### src/pkg/lk_pkg.sv
// Purpose: constants for the external link config and static forward block
// Assumes: 8-bit register number on the plain port, one register per number
// Notes: physical links 0..7 stand for links A..H
// Contract
// RL1: bit 31 of a link register enables the link and picks pin muxing
// RL2: bit 30 picks two wires (0) or five wires (1), resets to zero
// RL3: read-only bit 27 flags receive overflow or an illegal token
// RL4: read-only bit 26 shows this end granted credit to remote
// RL5: read-only bit 25 shows held credit; transmit only while held
// RL6: writing one to bit 24 clears transmit credit and sends hello
// RL7: writing one to bit 23 resets receiver; next symbol starts a token
// RL8: at least field 21:11 plus one idle clocks between token symbols
// RL9: at least field 10:0 plus one idle clocks between tokens
// RL10: eight link registers, links zero to seven, contiguous from 0x80
// RL11: static enable sends all incoming traffic to the set channel end
// RL12: static bit 8 picks the destination processor, resets to zero
// RL13: static bits 4:0 pick the destination channel end, reset zero
// RL14: static registers in order serve links C, D, A, B, G, H, E, F
// RL15: per link read-only source and destination in-use flags
// RL16: write-only action bits pulse one cycle and read back zero
package lk_pkg;
    localparam int NLINK = 8;
    localparam int GAPW = 11;
    localparam int CHW = 5;
    localparam int CNTW = 12;
    localparam logic [7:0] CFG_BASE = 8'h80;
    localparam logic [7:0] ST_BASE = 8'ha0;
    localparam logic [7:0] IRQ_STS = 8'hc0;
    localparam logic [7:0] IRQ_MASK = 8'hc1;
    localparam logic [7:0] BUSY_REG = 8'hc2;
    localparam int B_EN = 31;
    localparam int B_WIDE = 30;
    localparam int B_RXERR = 27;
    localparam int B_RXCR = 26;
    localparam int B_TXCR = 25;
    localparam int B_HELLO = 24;
    localparam int B_RXRST = 23;
    localparam int B_SYMLO = 11;
    localparam int B_TOKLO = 0;
    localparam int B_STEN = 31;
    localparam int B_PROC = 8;
    localparam int B_CHLO = 0;
    localparam int B_DSTBUSY = 8;
    localparam logic [GAPW-1:0] GAP_RST = 11'h000;
    localparam logic [CHW-1:0] CH_RST = 5'h00;

    typedef logic [2:0] lk_idx_t;

    // register number of the static register that serves a physical link
    function automatic lk_idx_t lk_st_index(input lk_idx_t link);
        lk_st_index = link ^ 3'h2;
    endfunction

    // true when a register number falls in the block of eight at base
    function automatic logic lk_in_blk(input logic [7:0] a, input logic [7:0] base);
        lk_in_blk = (a[7:3] == base[7:3]);
    endfunction
endpackage

### src/hw/lk_fwd.sv
// Purpose: steers each received packet head to static target or router
// Assumes: at most one head per cycle, tagged with its physical link
// Notes: outputs appear one cycle after the head
`timescale 1ns/1ps
`default_nettype none
module lk_fwd (
    input  wire logic                                  clk,       // clock
    input  wire logic                                  rst,       // reset
    input  wire logic                                  head,      // head arrives
    input  wire logic [2:0]                            head_link, // its link
    input  wire logic [lk_pkg::NLINK-1:0]              st_en,     // by reg idx
    input  wire logic [lk_pkg::NLINK-1:0]              st_proc,   // by reg idx
    input  wire logic [lk_pkg::NLINK*lk_pkg::CHW-1:0]  st_chan,   // by reg idx
    output logic                                       fwd_valid, // static hit
    output logic                                       fwd_proc,  // processor
    output logic [lk_pkg::CHW-1:0]                     fwd_chan,  // chan end
    output logic                                       rt_valid,  // to router
    output logic [2:0]                                 out_link   // source link
);
    typedef struct packed {
        logic                   fv;
        logic                   fp;
        logic [lk_pkg::CHW-1:0] fc;
        logic                   rv;
        logic [2:0]             lnk;
    } lk_fwd_t;

    lk_fwd_t r_reg;
    lk_fwd_t r_next;
    lk_pkg::lk_idx_t ix;

    always_comb
    begin
        ix = lk_pkg::lk_st_index(head_link); // RL14
        r_next = r_reg;
        r_next.fv = head && st_en[ix]; // RL11
        r_next.rv = head && !st_en[ix];
        if (head)
        begin
            r_next.lnk = head_link;
            r_next.fp = st_proc[ix]; // RL12
            r_next.fc = st_chan[ix*lk_pkg::CHW +: lk_pkg::CHW]; // RL13
        end
    end

    always_ff @(posedge clk or posedge rst)
    begin
        if (rst)
        begin
            r_reg <= '0;
        end
        else
        begin
            r_reg <= r_next;
        end
    end

    assign fwd_valid = r_reg.fv;
    assign fwd_proc = r_reg.fp;
    assign fwd_chan = r_reg.fc;
    assign rt_valid = r_reg.rv;
    assign out_link = r_reg.lnk;
endmodule
`default_nettype wire

### src/hw/lk_pace.sv
// Purpose: spaces transmit symbols and tokens of one link
// Assumes: requester holds req until go, drops it the cycle after go
// Notes: go is registered; gap counted in idle clocks after the go cycle
`timescale 1ns/1ps
`default_nettype none
module lk_pace (
    input  wire logic                    clk,     // system clock
    input  wire logic                    rst,     // async reset, high
    input  wire logic                    allow,   // enabled and credit held
    input  wire logic                    req,     // symbol wants to go
    input  wire logic                    last,    // symbol ends a token
    input  wire logic [lk_pkg::GAPW-1:0] sym_gap, // gap inside token
    input  wire logic [lk_pkg::GAPW-1:0] tok_gap, // gap between tokens
    output logic                         go       // symbol sent this cycle
);
    typedef struct packed {
        logic                    go;
        logic [lk_pkg::CNTW-1:0] cnt;
    } lk_pace_t;

    lk_pace_t r_reg;
    lk_pace_t r_next;

    always_comb
    begin
        r_next = r_reg;
        r_next.go = 1'b0;
        if (r_reg.cnt != '0)
        begin
            r_next.cnt = r_reg.cnt - 12'h001;
        end
        if (req && allow && !r_reg.go && r_reg.cnt == '0) // RL5
        begin
            r_next.go = 1'b1;
            if (last)
            begin
                r_next.cnt = {1'b0, tok_gap} + 12'h001; // RL9
            end
            else
            begin
                r_next.cnt = {1'b0, sym_gap} + 12'h001; // RL8
            end
        end
    end

    always_ff @(posedge clk or posedge rst)
    begin
        if (rst)
        begin
            r_reg <= '0;
        end
        else
        begin
            r_reg <= r_next;
        end
    end

    assign go = r_reg.go;
endmodule
`default_nettype wire

### src/hw/lk_top.sv
// Purpose: link configuration, credit state, pacing and static forward
// Assumes: register port reads answer in the next cycle, never wait
// Notes: link vectors are indexed by physical link, A..H as 0..7
`timescale 1ns/1ps
`default_nettype none
module lk_top (
    input  wire logic                       clk,         // 25 MHz clock
    input  wire logic                       rst,         // async reset, high
    input  wire logic [7:0]                 addr,        // register number
    input  wire logic [31:0]                wdata,       // write data
    input  wire logic                       wr,          // write strobe
    input  wire logic                       rd,          // read strobe
    output logic      [31:0]                rdata,       // read data
    output logic                            irq,         // level interrupt
    output logic      [lk_pkg::NLINK-1:0]   link_en,     // link enabled
    output logic      [lk_pkg::NLINK-1:0]   wire_width_select, // 1: five wire
    output logic      [lk_pkg::NLINK-1:0]   credit_restart_action, // hello
    output logic      [lk_pkg::NLINK-1:0]   rx_restart,  // receiver reset
    input  wire logic [lk_pkg::NLINK-1:0]   rx_overflow, // buffer overflow
    input  wire logic [lk_pkg::NLINK-1:0]   rx_bad_tok,  // illegal token
    input  wire logic [lk_pkg::NLINK-1:0]   credit_in,   // credit received
    input  wire logic [lk_pkg::NLINK-1:0]   credit_out,  // credit issued
    input  wire logic [lk_pkg::NLINK-1:0]   source_side_busy, // src in use
    input  wire logic [lk_pkg::NLINK-1:0]   dest_side_busy,   // dst in use
    input  wire logic [lk_pkg::NLINK-1:0]   sym_req,     // symbol waiting
    input  wire logic [lk_pkg::NLINK-1:0]   sym_last,    // last of token
    output logic      [lk_pkg::NLINK-1:0]   sym_go,      // symbol sent
    input  wire logic                       head,        // packet head in
    input  wire logic [2:0]                 head_link,   // its link
    output logic                            fwd_valid,   // static delivery
    output logic                            fwd_proc,    // dest processor
    output logic      [lk_pkg::CHW-1:0]     fwd_chan,    // dest chan end
    output logic                            rt_valid,    // needs routing
    output logic      [2:0]                 out_link     // link of head
);
    localparam int N = lk_pkg::NLINK;
    localparam int GW = lk_pkg::GAPW;
    localparam int CW = lk_pkg::CHW;

    typedef struct packed {
        logic [N-1:0]       en;
        logic [N-1:0]       wide;
        logic [N-1:0][GW-1:0] sgap;
        logic [N-1:0][GW-1:0] tgap;
        logic [N-1:0]       rx_err;
        logic [N-1:0]       rx_cr;
        logic [N-1:0]       tx_cr;
        logic [N-1:0]       hello;
        logic [N-1:0]       rxrst;
        logic [N-1:0]       st_en;
        logic [N-1:0]       st_proc;
        logic [N-1:0][CW-1:0] st_chan;
        logic [2*N-1:0]     sts;
        logic [2*N-1:0]     mask;
        logic [2*N-1:0]     busy;
        logic               irq;
        logic [31:0]        rdata;
    } lk_top_t;

    lk_top_t r_reg;
    lk_top_t r_next;
    lk_pkg::lk_idx_t ix;
    logic wr_cfg;
    logic wr_st;
    logic [N-1:0] err_ev;
    logic [N*CW-1:0] chan_flat;

    always_comb
    begin
        ix = addr[2:0];
        wr_cfg = wr && lk_pkg::lk_in_blk(addr, lk_pkg::CFG_BASE); // RL10
        wr_st = wr && lk_pkg::lk_in_blk(addr, lk_pkg::ST_BASE);
        err_ev = rx_overflow | rx_bad_tok;
        r_next = r_reg;
        // action bits never hold: they are high in the cycle after the write and drop in the next
        r_next.hello = '0; // RL16
        r_next.rxrst = '0; // RL16
        r_next.rdata = '0;
        r_next.busy = {dest_side_busy, source_side_busy}; // RL15

        if (wr_cfg)
        begin
            r_next.en[ix] = wdata[lk_pkg::B_EN]; // RL1
            r_next.wide[ix] = wdata[lk_pkg::B_WIDE]; // RL2
            r_next.hello[ix] = wdata[lk_pkg::B_HELLO]; // RL6
            r_next.rxrst[ix] = wdata[lk_pkg::B_RXRST]; // RL7
            r_next.sgap[ix] = wdata[lk_pkg::B_SYMLO +: GW]; // RL8
            r_next.tgap[ix] = wdata[lk_pkg::B_TOKLO +: GW]; // RL9
        end
        if (wr_st)
        begin
            r_next.st_en[ix] = wdata[lk_pkg::B_STEN]; // RL11
            r_next.st_proc[ix] = wdata[lk_pkg::B_PROC]; // RL12
            r_next.st_chan[ix] = wdata[lk_pkg::B_CHLO +: CW]; // RL13
        end
        if (wr && addr == lk_pkg::IRQ_MASK)
        begin
            r_next.mask = wdata[2*N-1:0];
        end

        // flags: an event in the same cycle as its clear still lands
        for (int i = 0; i < N; i++)
        begin
            if (r_next.hello[i])
            begin
                r_next.tx_cr[i] = 1'b0; // RL6
            end
            if (r_next.rxrst[i])
            begin
                r_next.rx_err[i] = 1'b0; // RL7
                r_next.rx_cr[i] = 1'b0;
            end
            if (credit_in[i])
            begin
                r_next.tx_cr[i] = 1'b1; // RL5
            end
            if (credit_out[i])
            begin
                r_next.rx_cr[i] = 1'b1; // RL4
            end
            if (err_ev[i])
            begin
                r_next.rx_err[i] = 1'b1; // RL3
            end
        end

        if (wr && addr == lk_pkg::IRQ_STS)
        begin
            r_next.sts = r_reg.sts & ~wdata[2*N-1:0];
        end
        r_next.sts = r_next.sts | {credit_in, err_ev};
        r_next.irq = |(r_next.sts & r_next.mask);

        if (rd)
        begin
            if (lk_pkg::lk_in_blk(addr, lk_pkg::CFG_BASE))
            begin
                r_next.rdata[lk_pkg::B_EN] = r_reg.en[ix]; // RL1
                r_next.rdata[lk_pkg::B_WIDE] = r_reg.wide[ix]; // RL2
                r_next.rdata[lk_pkg::B_RXERR] = r_reg.rx_err[ix]; // RL3
                r_next.rdata[lk_pkg::B_RXCR] = r_reg.rx_cr[ix]; // RL4
                r_next.rdata[lk_pkg::B_TXCR] = r_reg.tx_cr[ix]; // RL5
                r_next.rdata[lk_pkg::B_SYMLO +: GW] = r_reg.sgap[ix];
                r_next.rdata[lk_pkg::B_TOKLO +: GW] = r_reg.tgap[ix];
            end
            else if (lk_pkg::lk_in_blk(addr, lk_pkg::ST_BASE))
            begin
                r_next.rdata[lk_pkg::B_STEN] = r_reg.st_en[ix];
                r_next.rdata[lk_pkg::B_PROC] = r_reg.st_proc[ix];
                r_next.rdata[lk_pkg::B_CHLO +: CW] = r_reg.st_chan[ix];
            end
            else if (addr == lk_pkg::IRQ_STS)
            begin
                r_next.rdata[2*N-1:0] = r_reg.sts;
            end
            else if (addr == lk_pkg::IRQ_MASK)
            begin
                r_next.rdata[2*N-1:0] = r_reg.mask;
            end
            else if (addr == lk_pkg::BUSY_REG)
            begin
                r_next.rdata[2*N-1:0] = r_reg.busy; // RL15
            end
        end
    end

    always_ff @(posedge clk or posedge rst)
    begin
        if (rst)
        begin
            r_reg <= '0;
            for (int i = 0; i < N; i++)
            begin
                r_reg.sgap[i] <= lk_pkg::GAP_RST;
                r_reg.tgap[i] <= lk_pkg::GAP_RST;
                r_reg.st_chan[i] <= lk_pkg::CH_RST;
            end
        end
        else
        begin
            r_reg <= r_next;
        end
    end

    assign rdata = r_reg.rdata;
    assign irq = r_reg.irq;
    assign link_en = r_reg.en;
    assign wire_width_select = r_reg.wide;
    assign credit_restart_action = r_reg.hello;
    assign rx_restart = r_reg.rxrst;
    assign chan_flat = r_reg.st_chan;

    // a disabled link or one without credit never gets a symbol out
    for (genvar g = 0; g < N; g++)
    begin : pace
        lk_pace u_pace (
            .clk     (clk),
            .rst     (rst),
            .allow   (r_reg.en[g] && r_reg.tx_cr[g]),
            .req     (sym_req[g]),
            .last    (sym_last[g]),
            .sym_gap (r_reg.sgap[g]),
            .tok_gap (r_reg.tgap[g]),
            .go      (sym_go[g])
        );
    end

    lk_fwd u_fwd (
        .clk       (clk),
        .rst       (rst),
        .head      (head),
        .head_link (head_link),
        .st_en     (r_reg.st_en),
        .st_proc   (r_reg.st_proc),
        .st_chan   (chan_flat),
        .fwd_valid (fwd_valid),
        .fwd_proc  (fwd_proc),
        .fwd_chan  (fwd_chan),
        .rt_valid  (rt_valid),
        .out_link  (out_link)
    );
endmodule
`default_nettype wire

### config.mk
export PLATFORM = sky130hd
export DESIGN_NAME = lk_top
export DESIGN_NICKNAME = d
export VERILOG_FILES = /design/src/pkg/lk_pkg.sv /design/src/hw/lk_fwd.sv /design/src/hw/lk_pace.sv /design/src/hw/lk_top.sv
export SDC_FILE = /design/constraint.sdc
export NUM_CORES = 1
export LEC_CHECK = 0
export BUFFER_PORTS_ARGS = -buffer_cell sky130_fd_sc_hd__buf_2
export CORE_MARGIN = 1.5
export CORE_UTILIZATION = 40
export DETAILED_ROUTE_END_ITERATION = 12
export PLACE_DENSITY = 0.64
export SLEW_MARGIN = 10
export SYNTH_ARGS = -nofsm -noshare
export SYNTH_HDL_FRONTEND = slang
export SYNTH_SLANG_ARGS = --single-unit
export TNS_END_PERCENT = 5
### constraint.sdc
create_clock -name clk -period 19.34 [get_ports clk]
set_input_delay 3.868 -clock clk [delete_from_list [all_inputs] [get_ports clk]]
set_output_delay 3.868 -clock clk [all_outputs]
set_load 0.01 [all_outputs]
Word-level counts from Yosys, hierarchy flattened
Cells that the tools add are included.
{"block": "totals", "ff_bits": 479, "input_bits": 112, "wordCells": 339}
{"block": "op_classes", "add_sub_neg": 24, "mul": 1, "n_lt_le_gt_ge": 3, "n_eq_ne": 5, "n_shift": 1, "n_mux": 120, "bitwise": 8, "reduce_logical": 97}
{"op": "11-bit by 1-bit adder with 12-bit output (second input constant)", "n": 16}
{"op": "12-bit 2-to-1 mux", "n": 16}
{"op": "88-bit bitwise mux", "n": 2}
{"op": "16-bit 2-to-1 mux", "n": 7}
{"op": "13-bit 2-to-1 mux", "n": 8}
{"op": "12-bit logical NOT", "n": 8}
{"op": "12-bit nonzero test", "n": 8}
{"op": "12-bit by 1-bit subtractor with 12-bit output (second input constant)", "n": 8}
{"op": "11-bit binary-select mux with 3-bit select", "n": 2}
{"op": "2-bit nonzero test", "n": 32}
{"op": "1-bit 2-to-1 mux", "n": 54}
{"op": "40-bit bitwise mux", "n": 1}
{"op": "40-bit by 7-bit variable part select with 5-bit output", "n": 1}
{"op": "1-bit logical AND", "n": 39}
{"op": "11-bit demux with 3-bit select", "n": 1}
{"op": "11-bit 2-to-1 mux", "n": 3}
{"op": "16-bit bitwise AND", "n": 2}
{"op": "8-bit bitwise mux", "n": 4}
{"op": "1-bit binary-select mux with 3-bit select", "n": 9}
{"op": "8-bit equality test (second input constant)", "n": 3}
{"op": "22-bit 2-to-1 mux", "n": 1}
{"op": "8-bit bitwise AND", "n": 2}
{"op": "16-bit NOT", "n": 1}
{"op": "16-bit bitwise OR", "n": 1}
{"op": "16 further kinds", "n": 30}

Logic depth before layout (Yosys ltp)
Gate-level depths: netlist (run 1).
{"block": "logic_depth", "depth_word": 8, "depth_mapped": 10}

Cells and area by module
From an unflattened synthesis (run 1), not the netlist that was laid out.
{"block": "hier_totals", "hier_cells": 2316, "hier_area_um2": 25737.2}
{"mod": "lk_top", "instances": 1, "cells_each": 1283, "area_per_inst_um2": 16270.6, "seq_area_each_um2": 9108.7}
{"mod": "lk_pace", "instances": 8, "cells_each": 121, "area_per_inst_um2": 1079.8, "seq_area_each_um2": 325.3}
{"mod": "lk_fwd", "instances": 1, "cells_each": 65, "area_per_inst_um2": 828.3, "seq_area_each_um2": 275.3}

Least setup slack after synthesis (run 1)
Ideal clock, no wire load.
{"block": "synth_timing", "kind": "input-to-reg", "from": "input port sym_last[2] in the netlist's numbering", "to": "register pace[2].u_pace.r_reg[8] in the netlist's numbering", "setup_time_ns": 0.129, "t_arrival_ns": 5.704, "required_time_ns": 19.211, "path_slack_ns": 13.507, "cell_stages": 9, "n_path_buf": 1, "cell_sequence": "buf_2 -> mux2_2 -> ha_1 -> inv_1 -> nor4_1 -> nand3b_1 -> xor2_1 -> a311oi_1 -> a21oi_1"}
{"block": "synth_via", "elab_chain_len": 2}
{"item": "start, declared", "line": "lk_top.sv:26", "source": "input wire logic [lk_pkg::NLINK-1:0] sym_last,"}
{"item": "12-bit 2-to-1 mux", "line": "lk_pace.sv:35", "source": "if (last)"}
{"item": "13-bit 2-to-1 mux", "line": "lk_pace.sv:32", "source": "if (req && allow && !r_reg.go && r_reg.cnt == '0)"}
{"item": "end signal, assigned", "line": "lk_pace.sv:54", "source": "r_reg <= r_next;"}
{"item": "end, declared", "line": "lk_pace.sv:21", "source": "lk_pace_t r_reg;"}
No other way between the ends.
A chain may end at the register's enable or synchronous reset.

==> out/metrics.cfg, run 1 <==
[synthesis]
synth_top_area_share_pct=47.31
synth-seq-area-share_pct=47.31
ys_ff_latch=479
syn_avg_cell_area_um2=12.12
synth_compound_area_share_pct=7.299
synth_edf_count=0
synthAdderAreaFrac_pct=1.185
synth_mux_area_share_pct=24.92
netlist_area_mm2=0.02534
yosysMostFrequentCell=dfrtp_1
yosys_warnings=0
synth_top_family_by_area=multiplexers
ys.flop_type=dfrtp_1
synthesis.instances=2090
synthArstFlopShare_pct=100.0
synth_top_cell_by_area=dfrtp_1
ys_types=72
synth_xor_area_share_pct=4.010
synthTopCellsByCount=479 x dfrtp_1, 287 x mux2_2, 115 x nand2_1
synthSimpleGateAreaFrac_pct=10.13
synthTopCellsByArea=dfrtp_1 47%, mux2_2 13%, mux4_2 7.8%, mux2i_1 4.3%, xnor2_1 2.7%

[run]
maxCapViolations=0

[worst_setup_path]
crit_arrival_ns=7.49
worst_ep_required_time_ns=19.89
rr_startpoint=pace[1].u_pace.r_reg[4]
regToRegSetupSlack_ns=16.29
worst_setup_path_start_kind=primary input
critPathMaxFanout=100
r2r_cells=6
rr_endpoint=pace[1].u_pace.r_reg[2]
endpoint_kind=async pin
critPathKind=primary input to async pin

[clocking]
h-tree-depth=2
cts_tree=done
clkTransAtPathRegs_ns=0.06
cts_max_path_buffers=3
ctsRootBufferMaster=clkbuf_16
postCtsSetupRepairBufs=0
clock_latency_ns=0.62
clock_sinks=479
cts_buffers=53
ctsHoldBuffers=0
cts_resized=0

[floorplanning]
die_h_um=254.7
die-area_mm2=0.06486
core-area_mm2=0.06285
start_util_pct=40.31
row_count=92
io_pins=196
die_w_um=254.7

[place]
dpl.hpwl_um=53160
port_buffers=184
preCtsSetupSlack_ns=11.67
place_congestion=0.8806

[drt]
drc=0
drtPass1Iterations=5
vias_per_cell=5.780
routed_wl_um=74230
vias=17711
drt-initial-drc-count=1342
detail_route.wl_per_cell_um=24.23
ant_nets=0

[power_and_ir_drop]
power_mw=2.265
powerDensity_mw_per_mm2=80.30
leakagePower_nw=12.54
vdd_drop_max_uv=61.76

[sta]
finalSetupViolCount=0
min_period_ns=6.937
min_period_over_period_pct=35.87
hold_viol=0
final.setup.worst_slack_ns=12.40
whs_ns=0.4762
fin_tns_setup_ns=0
skew_ns=0.03092
final-max-slew-violation-count=0
worst_pin_slew_ns=1.076
slew-limit-headroom_pct=26.43
fmax_ghz=0.1442
rsz0062_at_grt=false

[layout]
largest_reg_flops=264
syn_to_final_growth_pct=11.34
drive_gt1_share_pct=31.06
finalNetCount=2307

[grt]
grt_pass1_wl_um=111600
grt_max_degree=101
gr-total-overflow=0
antenna_found_initial=12
grt_pass1_vias=17771
grt_usage_pct=22.91

[hold_path]
min_path_cells=1
hold_start=r_reg[161]
whs_endpoint=r_reg[161]
hp-class=register to register

[run_status]
status=finished, final reports clean

==> layer usage <==
metal	global-route usage, %	routed length [µm]	vias to the layer above
met5	0	45	-
met2	38.42	36600	526
met3	3.491	4076	139
met1	30.09	30970	9240
li1	-	-	7800
met4	8.216	2533	6
==> cells in the final DEF (no fill, tap or decap), types with 15 or more instances in the layout <==
| cell type | count |
|---|---|
| inv_1 | 63 |
| nand2_1 | 115 |
| nand3_1 | 50 |
| o22ai_1 | 36 |
| nand3b_1 | 17 |
| xnor2_1 | 78 |
| clkbuf_16 | 53 |
| nor4_1 | 23 |
| nor3_1 | 44 |
| buf_2 | 182 |
| buf_4 | 19 |
| mux2_2 | 287 |
| a21o_1 | 22 |
| and2_1 | 15 |
| a21oi_1 | 39 |
| a211oi_1 | 15 |
| nor2_1 | 75 |
| nor2b_1 | 27 |
| xor2_1 | 38 |
| a31oi_1 | 16 |
| mux2i_1 | 110 |
| dfrtp_1 | 479 |
| o21ai_0 | 56 |
| mux4_2 | 88 |
| ha_1 | 24 |
==> logic make-up (layout without fill, tap and decap cells) <==
group | Yosys count | in the layout
AOI/OAI and AO/OA | 275 | 275
DFF | 479 | 479
adders and majority gates | 24 | 24
muxes | 485 | 485
buffers and inverters | 245 | 363
xor gates and xnor gates | 116 | 116
and+or+nand+nor | 465 | 465
other | 1 | 11
==> where the power goes <==
group | switching [mW] | internal, mW | total (mW)
Clock | 0.429 | 0.588 | 1.02
Combinational | 0.110 | 0.0752 | 0.185
Sequential | 0.0290 | 1.03 | 1.06
==> metrics by stage <==
step	cells	area [µm²]	utilization, %
floorplan	2094	25350	-
global placement	2962	26460	42.10
detailed placement	2962	26460	42.10
CTS	3058	28200	44.86
global route	3062	28210	44.88
finish	3064	28210	44.89
==> final cells by class <==
class,count,area (µm²)
fillers,5832,34640
multi-input cells,1370,12100
flip-flops and latches,479,11990
clock buffers,78,1530
repair buffers,202,1065
well taps,846,1059
inverters,65,251.5
clock inverters,18,205.2
diodes,6,15.01
==> worst max-delay path, cell delays in order <==
cell and delay [ns]:
buf_2 0.13, inv_8 0.44, buf_4 0.86, buf_4 0.90, buf_4 0.97
==> worst max-delay path by stage <==
| stage | start | to | slack, ns | cells past startpoint |
|---|---|---|---|---|
| 3_5_place_dp | rst | pace[3].u_pace.r_reg[3] | 11.67 | 5 |
| 2_1_floorplan | rst | chan_flat[0] | 2.11 | 1 |
| 3_3_place_gp | rst | pace[3].u_pace.r_reg[10] | 11.74 | 5 |
| 5_1_grt | rst | pace[1].u_pace.r_reg[7] | 11.84 | 5 |
| 6_report | rst | rdata[21] | 12.40 | 5 |
| 4_1_cts | rst | pace[1].u_pace.r_reg[5] | 12.30 | 5 |
Note: power is estimated with default switching activity, not from simulation.
==> run 2, diff against run 1 <==
Settings changed: PLACE_DENSITY 0.64 to 0.66.
Clock period 19.34 ns to 6 ns, I/O delays scaled along.
==> run 2 against run 1 <==
Flip-flop and latch count is the same; via count is the same; highest routed layer unchanged; cell area grew 0.28%; utilization grew 0.12 points.
==> out/metrics.cfg, run 2 (synthesized netlist as in run 1, its figures left out) <==
[floorplanning]
die-area_mm2=0.06486  ; unchanged
core-area_mm2=0.06285  ; unchanged
start_util_pct=40.31  ; unchanged
die_w_um=254.7  ; unchanged
row_count=92  ; unchanged
io_pins=196  ; unchanged
die_h_um=254.7  ; unchanged

[sta]
worst_pin_slew_ns=1.193  ; was 1.076 ns
final.setup.worst_slack_ns=2.553  ; was 12.40 ns
finalSetupViolCount=0  ; unchanged
slew-limit-headroom_pct=20.15  ; was 26.43%
fmax_ghz=0.2901
min_period_ns=3.447
rsz0062_at_grt=false  ; unchanged
whs_ns=0.4773  ; was 0.4762 ns
final-max-slew-violation-count=0  ; unchanged
fin_tns_setup_ns=0  ; unchanged
skew_ns=0.01979  ; was 0.03092 ns
hold_viol=0  ; unchanged
min_period_over_period_pct=57.44

[hold_path]
hold_start=r_reg[161]  ; unchanged
hp-class=register to register  ; unchanged
whs_endpoint=r_reg[161]  ; unchanged
min_path_cells=1  ; unchanged

[worst_setup_path]
crit_arrival_ns=3.94  ; was 7.49 ns
critPathMaxFanout=20  ; was 100
r2r_cells=6  ; unchanged
worst_setup_path_start_kind=primary input  ; unchanged
rr_endpoint=pace[1].u_pace.r_reg[2]  ; unchanged
critPathMaxStageDelay_ns=0.75  ; was 0.97 ns
endpoint_kind=register  ; was async pin
rr_startpoint=pace[1].u_pace.r_reg[4]  ; unchanged
regToRegSetupSlack_ns=2.90  ; was 16.29 ns
cp_slowest_cell=nor4_4  ; was buf_4
path_common_cell=buf_4  ; unchanged
crit_chain=buf_2 > nor3b_2 > and2b_1 > nand2b_1 > buf_4 > nor4_4 > buf_4 > mux2_2  ; was buf_2 > inv_8 > buf_4 > buf_4 > buf_4
worst_ep_required_time_ns=6.49  ; was 19.89 ns
critPathKind=primary input to register  ; was primary input to async pin

[power_and_ir_drop]
power_frac_clock_pct=45.6  ; was 44.9%
switchingPower_mw=1.819  ; was 0.5687 mW
p_sw_share_pct=24.61  ; was 25.10%
p_comb_share_pct=8.1  ; was 8.2%
powerDensity_mw_per_mm2=261.2  ; was 80.30 mW/mm²
intPower_mw=5.571  ; was 1.697 mW
leakagePower_nw=12.59  ; was 12.54 nW
p_seq_share_pct=46.4  ; was 46.9%
vdd_drop_max_uv=201.6  ; was 61.76 µV

[clocking]
cts_buffers=52  ; was 53
ctsHoldBuffers=0  ; unchanged
ctsRootBufferMaster=clkbuf_16  ; unchanged
cts_resized=0  ; unchanged
cts_tree=done  ; unchanged
h-tree-depth=2  ; unchanged
clkTransAtPathRegs_ns=0.07  ; was 0.06 ns
clock_sinks=479  ; unchanged
postCtsSetupRepairBufs=0  ; unchanged
clock_latency_ns=0.61  ; was 0.62 ns
cts_max_path_buffers=3  ; unchanged

[place]
dpl.hpwl_um=53150  ; was 53160 µm
place_inst=2960  ; was 2962
port_buffers=184  ; unchanged
preCtsSetupSlack_ns=1.947  ; was 11.67 ns
place_congestion=0.8911  ; was 0.8806

[layout]
ff_latch_area_mm2=0.01199  ; unchanged
multiInputGateArea_mm2=0.01210  ; unchanged
drive_gt1_share_pct=31.31  ; was 31.06%
final_core_util_pct=45.01  ; was 44.89%
fill_cells=5770  ; was 5832
stdcell_count=3058  ; was 3064
mostFrequentLayoutCell=dfrtp_1  ; unchanged
layout_common_cells=479 x dfrtp_1, 287 x mux2_2, 182 x buf_2, 115 x nand2_1, 110 x mux2i_1  ; unchanged
largest_reg_flops=264  ; unchanged
syn_to_final_growth_pct=11.65  ; was 11.34%
finalNetCount=2304  ; was 2307

[drt]
drc=0  ; unchanged
detail_route.wl_per_cell_um=24.09  ; was 24.23 µm
routed_wl_um=73680  ; was 74230 µm
vias_per_cell=5.792  ; was 5.780
ant_nets=0  ; unchanged
drtPass1Iterations=5  ; unchanged
vias=17711  ; unchanged
drt-initial-drc-count=1412  ; was 1342

[grt]
grt_pass1_wl_um=111400  ; was 111600 µm
grt_pass1_vias=17976  ; was 17771
gr-total-overflow=0  ; unchanged
antenna_found_initial=10  ; was 12
grt_usage_pct=22.90  ; was 22.91%
grt_max_degree=196  ; was 101

[run_status]
status=finished, final reports clean  ; unchanged

[run]
maxCapViolations=0  ; unchanged

==> run 2: changes by cell type in the layout (fill, tap and decap cells not counted), sizes merged <==
cell    previous run  this run
buf              202       200
bufinv             3         5
clkbuf            78        72
clkinv             9        15
diode              6         2
inv               67        65
==> run 2: worst max path at each step <==
stage	startpoint	end	cells past startpoint
after floorplan	rst	chan_flat[0]	1
after global placement	addr[1]	r_reg[260]	6
after detailed placement	addr[3]	r_reg[272]	8
after CTS	addr[3]	r_reg[272]	8
after global routing	sym_last[4]	pace[4].u_pace.r_reg[8]	10
final	addr[3]	r_reg[272]	8
==> run 2: power by group through the flow <==
stage	clock network [mW]	registers, mW	logic, mW
2_1_floorplan	0	3.45	0.397
3_5_place_dp	0	3.48	0.597
6_report	3.37	3.43	0.596
3_3_place_gp	0	3.47	0.586
5_1_grt	3.54	3.44	0.640
4_1_cts	3.42	3.42	0.599
==> run 2: layer usage <==
metal | routed length, µm | track usage (%) | vias to the layer above
li1 | - | - | 7800
met1 | 30090 | 29.43 | 9180
met2 | 35590 | 37.69 | 560
met3 | 4865 | 4.828 | 161
met4 | 3068 | 9.231 | 10
met5 | 70 | 0 | -
==> run 2: stage by stage <==
stage	cell area [µm²]	total power, mW
detailed placement	26480	4.078
CTS	28280	7.446
finish	28290	7.389
global placement	26480	4.060
global route	28290	7.620
floorplan	25360	3.845
==> run 2: worst max-delay path: cells and delay by family <==
kind | cells | cell delay, ns
simple gates | 4 | 1.58
mux | 1 | 0.37
buf+inv | 3 | 0.75
==> run 2: layout make-up <==
type | count | share of cell area (%)
sequential | 479 | 42.37
tap | 846 | 3.742
clock buffer | 72 | 5.405
multi-input combinational | 1370 | 42.77
inverter | 65 | 0.8758
antenna | 2 | 0.01769
clock inverter | 24 | 0.9731
timing repair buffer | 200 | 3.844
==> run 3, diff against run 2 <==
Settings changed: ABC_AREA from default to 1.
Clock period 6 ns to 3.02 ns, I/O delays scaled along.
==> run 3 against run 2 <==
Die area decreased by 0.17%; via count increased by 31%; area after synthesis decreased by 0.17%; largest power group unchanged.
==> out/metrics.cfg, run 3 <==
[sta]
fin_tns_setup_ns=0  ; unchanged
min_period_ns=2.207
hold_viol=0  ; unchanged
rsz0062_at_grt=false  ; unchanged
min_period_over_period_pct=73.08
finalSetupViolCount=0  ; unchanged
whs_ns=0.03404  ; was 0.4773 ns
fmax_ghz=0.4531
final.setup.worst_slack_ns=0.8129  ; was 2.553 ns
worst_pin_slew_ns=0.9182  ; was 1.193 ns
skew_ns=0.03740  ; was 0.01979 ns
slew-limit-headroom_pct=38.14  ; was 20.15%
final-max-slew-violation-count=0  ; unchanged

[synthesis]
netlist_area_mm2=0.02529  ; was 0.02534 mm²
synth-seq-area-share_pct=47.39  ; was 47.31%
yosys_warnings=0  ; unchanged
ys_ff_latch=479  ; unchanged
synth_edf_count=0  ; unchanged
synth_top_area_share_pct=47.39  ; was 47.31%
synthTopCellsByCount=818 x nand2_1, 482 x o21ai_0, 479 x dfrtp_1  ; was 479 x dfrtp_1, 287 x mux2_2, 115 x nand2_1
synthArstFlopShare_pct=100.0  ; unchanged
yosysMostFrequentCell=nand2_1  ; was dfrtp_1
synthesis.instances=3320  ; was 2090
synthTopCellsByArea=dfrtp_1 47%, nand2_1 12%, o21ai_0 9.5%, inv_1 5.5%, nor2_1 4.8%  ; was dfrtp_1 47%, mux2_2 13%, mux4_2 7.8%, mux2i_1 4.3%, xnor2_1 2.7%
ys_types=47  ; was 72
ys.flop_type=dfrtp_1  ; unchanged
synth_top_cell_by_area=dfrtp_1  ; unchanged
syn_avg_cell_area_um2=7.618  ; was 12.12 µm²

[place]
place_inst=4239  ; was 2960
place_congestion=0.9159  ; was 0.8911
placed_area_mm2=0.02710  ; was 0.02648 mm²
dpl.hpwl_um=60090  ; was 53150 µm
preCtsSetupSlack_ns=0.4255  ; was 1.947 ns
port_buffers=184  ; unchanged

[power_and_ir_drop]
power_mw=16.78  ; was 7.389 mW
vdd_drop_max_uv=445.3  ; was 201.6 µV
leakagePower_nw=14.09  ; was 12.59 nW
powerDensity_mw_per_mm2=580.0  ; was 261.2 mW/mm²

[run]
maxCapViolations=0  ; unchanged

[drt]
drt-initial-drc-count=2255  ; was 1412
detail_route.wl_per_cell_um=19.08  ; was 24.09 µm
met1Wirelength_um=34870  ; was 30090 µm
drtPass1Iterations=7  ; was 5
top_layer_used=met5  ; unchanged
routed_wl_um=82710  ; was 73680 µm
ant_nets=0  ; unchanged
vias_per_cell=5.333  ; was 5.792
vias=23125  ; was 17711
drc=0  ; unchanged
dr_wl_met2_um=37250  ; was 35590 µm
wl_met3_um=7403  ; was 4865 µm

[layout]
ff_latch_area_mm2=0.01199  ; unchanged
largest_reg_flops=264  ; unchanged
layout_common_cells=813 x nand2_1, 482 x o21ai_0, 479 x dfrtp_1, 371 x inv_1, 321 x nor2_1  ; was 479 x dfrtp_1, 287 x mux2_2, 182 x buf_2, 115 x nand2_1, 110 x mux2i_1
syn_to_final_growth_pct=14.39  ; was 11.65%
mostFrequentLayoutCell=nand2_1  ; was dfrtp_1
final_core_util_pct=46.12  ; was 45.01%
antenna-diode-count=0  ; was 2
stdcell_count=4336  ; was 3058
fin_area_mm2=0.02893  ; was 0.02829 mm²
finalNetCount=3584  ; was 2304
multiInputGateArea_mm2=0.01084  ; was 0.01210 mm²
fill_cells=6212  ; was 5770
drive_gt1_share_pct=11.43  ; was 31.31%

[clocking]
cts_resized=0  ; unchanged
ctsHoldBuffers=0  ; unchanged
clkTransAtPathRegs_ns=0.06  ; was 0.07 ns
ctsRootBufferMaster=clkbuf_16  ; unchanged
cts_buffers=53  ; was 52
cts_tree=done  ; unchanged
postCtsSetupRepairBufs=0  ; unchanged
clock_sinks=479  ; unchanged
h-tree-depth=2  ; unchanged
cts_max_path_buffers=3  ; unchanged
clock_latency_ns=0.64  ; was 0.61 ns

[worst_setup_path]
critical_path.endpoint=pace[5].u_pace.r_reg[10]  ; was r_reg[272]
crit_start=pace[5].u_pace.r_reg[0]  ; was addr[3]
critPathMaxFanout=7  ; was 20
rr_startpoint=pace[5].u_pace.r_reg[0]  ; was pace[1].u_pace.r_reg[4]
worst_setup_path_start_kind=register  ; was primary input
r2r_cells=11  ; was 6
rr_endpoint=pace[5].u_pace.r_reg[10]  ; was pace[1].u_pace.r_reg[2]
regToRegSetupSlack_ns=0.81  ; was 2.90 ns
critPathKind=register to register  ; was primary input to register
crit_arrival_ns=2.71  ; was 3.94 ns
worst_ep_required_time_ns=3.52  ; was 6.49 ns
endpoint_kind=register  ; unchanged

[floorplanning]
die_h_um=254.5  ; was 254.7 µm
die_w_um=254.5  ; was 254.7 µm
start_util_pct=40.32  ; was 40.31%
core-area_mm2=0.06274  ; was 0.06285 mm²
row_count=92  ; unchanged
die-area_mm2=0.06475  ; was 0.06486 mm²
io_pins=196  ; unchanged

[grt]
grt_pass1_wl_um=126500  ; was 111400 µm
grt_usage_pct=25.58  ; was 22.90%
grt_max_degree=84  ; was 196
antenna_found_initial=3  ; was 10
grt_pass1_vias=21810  ; was 17976
gr-total-overflow=0  ; unchanged

[hold_path]
hp-class=primary input to async pin  ; was register to register

[run_status]
status=finished, final reports clean  ; unchanged

[run 3: power breakdown]
part	total, mW	switching [mW]	internal (mW)
sequential	7.36	0.411	6.95
clock	6.88	2.79	4.09
combinational	2.54	1.59	0.949
[run 3: cell families after synthesis]
family,Yosys count,synth area share (%)
AOI/OAI and AO/OA,785,17.40
xor gates and xnor gates,44,1.524
adders and majority gates,24,1.187
buffers and inverters,585,9.904
DFF,479,47.39
muxes,2,0.07915
other,1,0.01483
and+or+nand+nor,1400,22.50
[run 3: how the worst min path moves through the flow]
stage,start,end,cells after the start
after detailed placement,r_reg[343],r_reg[343],2
after floorplan,chan_flat[11],chan_flat[11],2
after CTS,rst,r_reg[325],2
final,rst,r_reg[339],2
after global placement,r_reg[343],r_reg[343],2
after global routing,rst,r_reg[339],2
[run 3: cell type report]
class                           count  area share, %
Clock buffer                       68          5.021
Clock inverter                     29          1.315
Inverter                          377          4.904
Multi-Input combinational cell   2260          37.47
Sequential cell                   479          41.43
Tap cell                          846          3.659
Timing Repair Buffer              277          6.201
[run 3: layer usage]
metal	global-route usage, %	vias up
met5	0	-
met4	10.27	2
met3	5.746	182
met2	40.19	982
met1	34.20	10909
li1	-	11050
[run 3: worst max-delay path, cell delays in order (launching register included)]
cell and delay [ns]:
dfrtp_1 0.39, inv_1 0.10, ha_1 0.20, nand4_1 0.10
nor2_1 0.10, nand2_1 0.14, nor2_1 0.42, inv_1 0.26
nor2_1 0.18, nand3_1 0.08, nand2_1 0.09, nor2_1 0.04
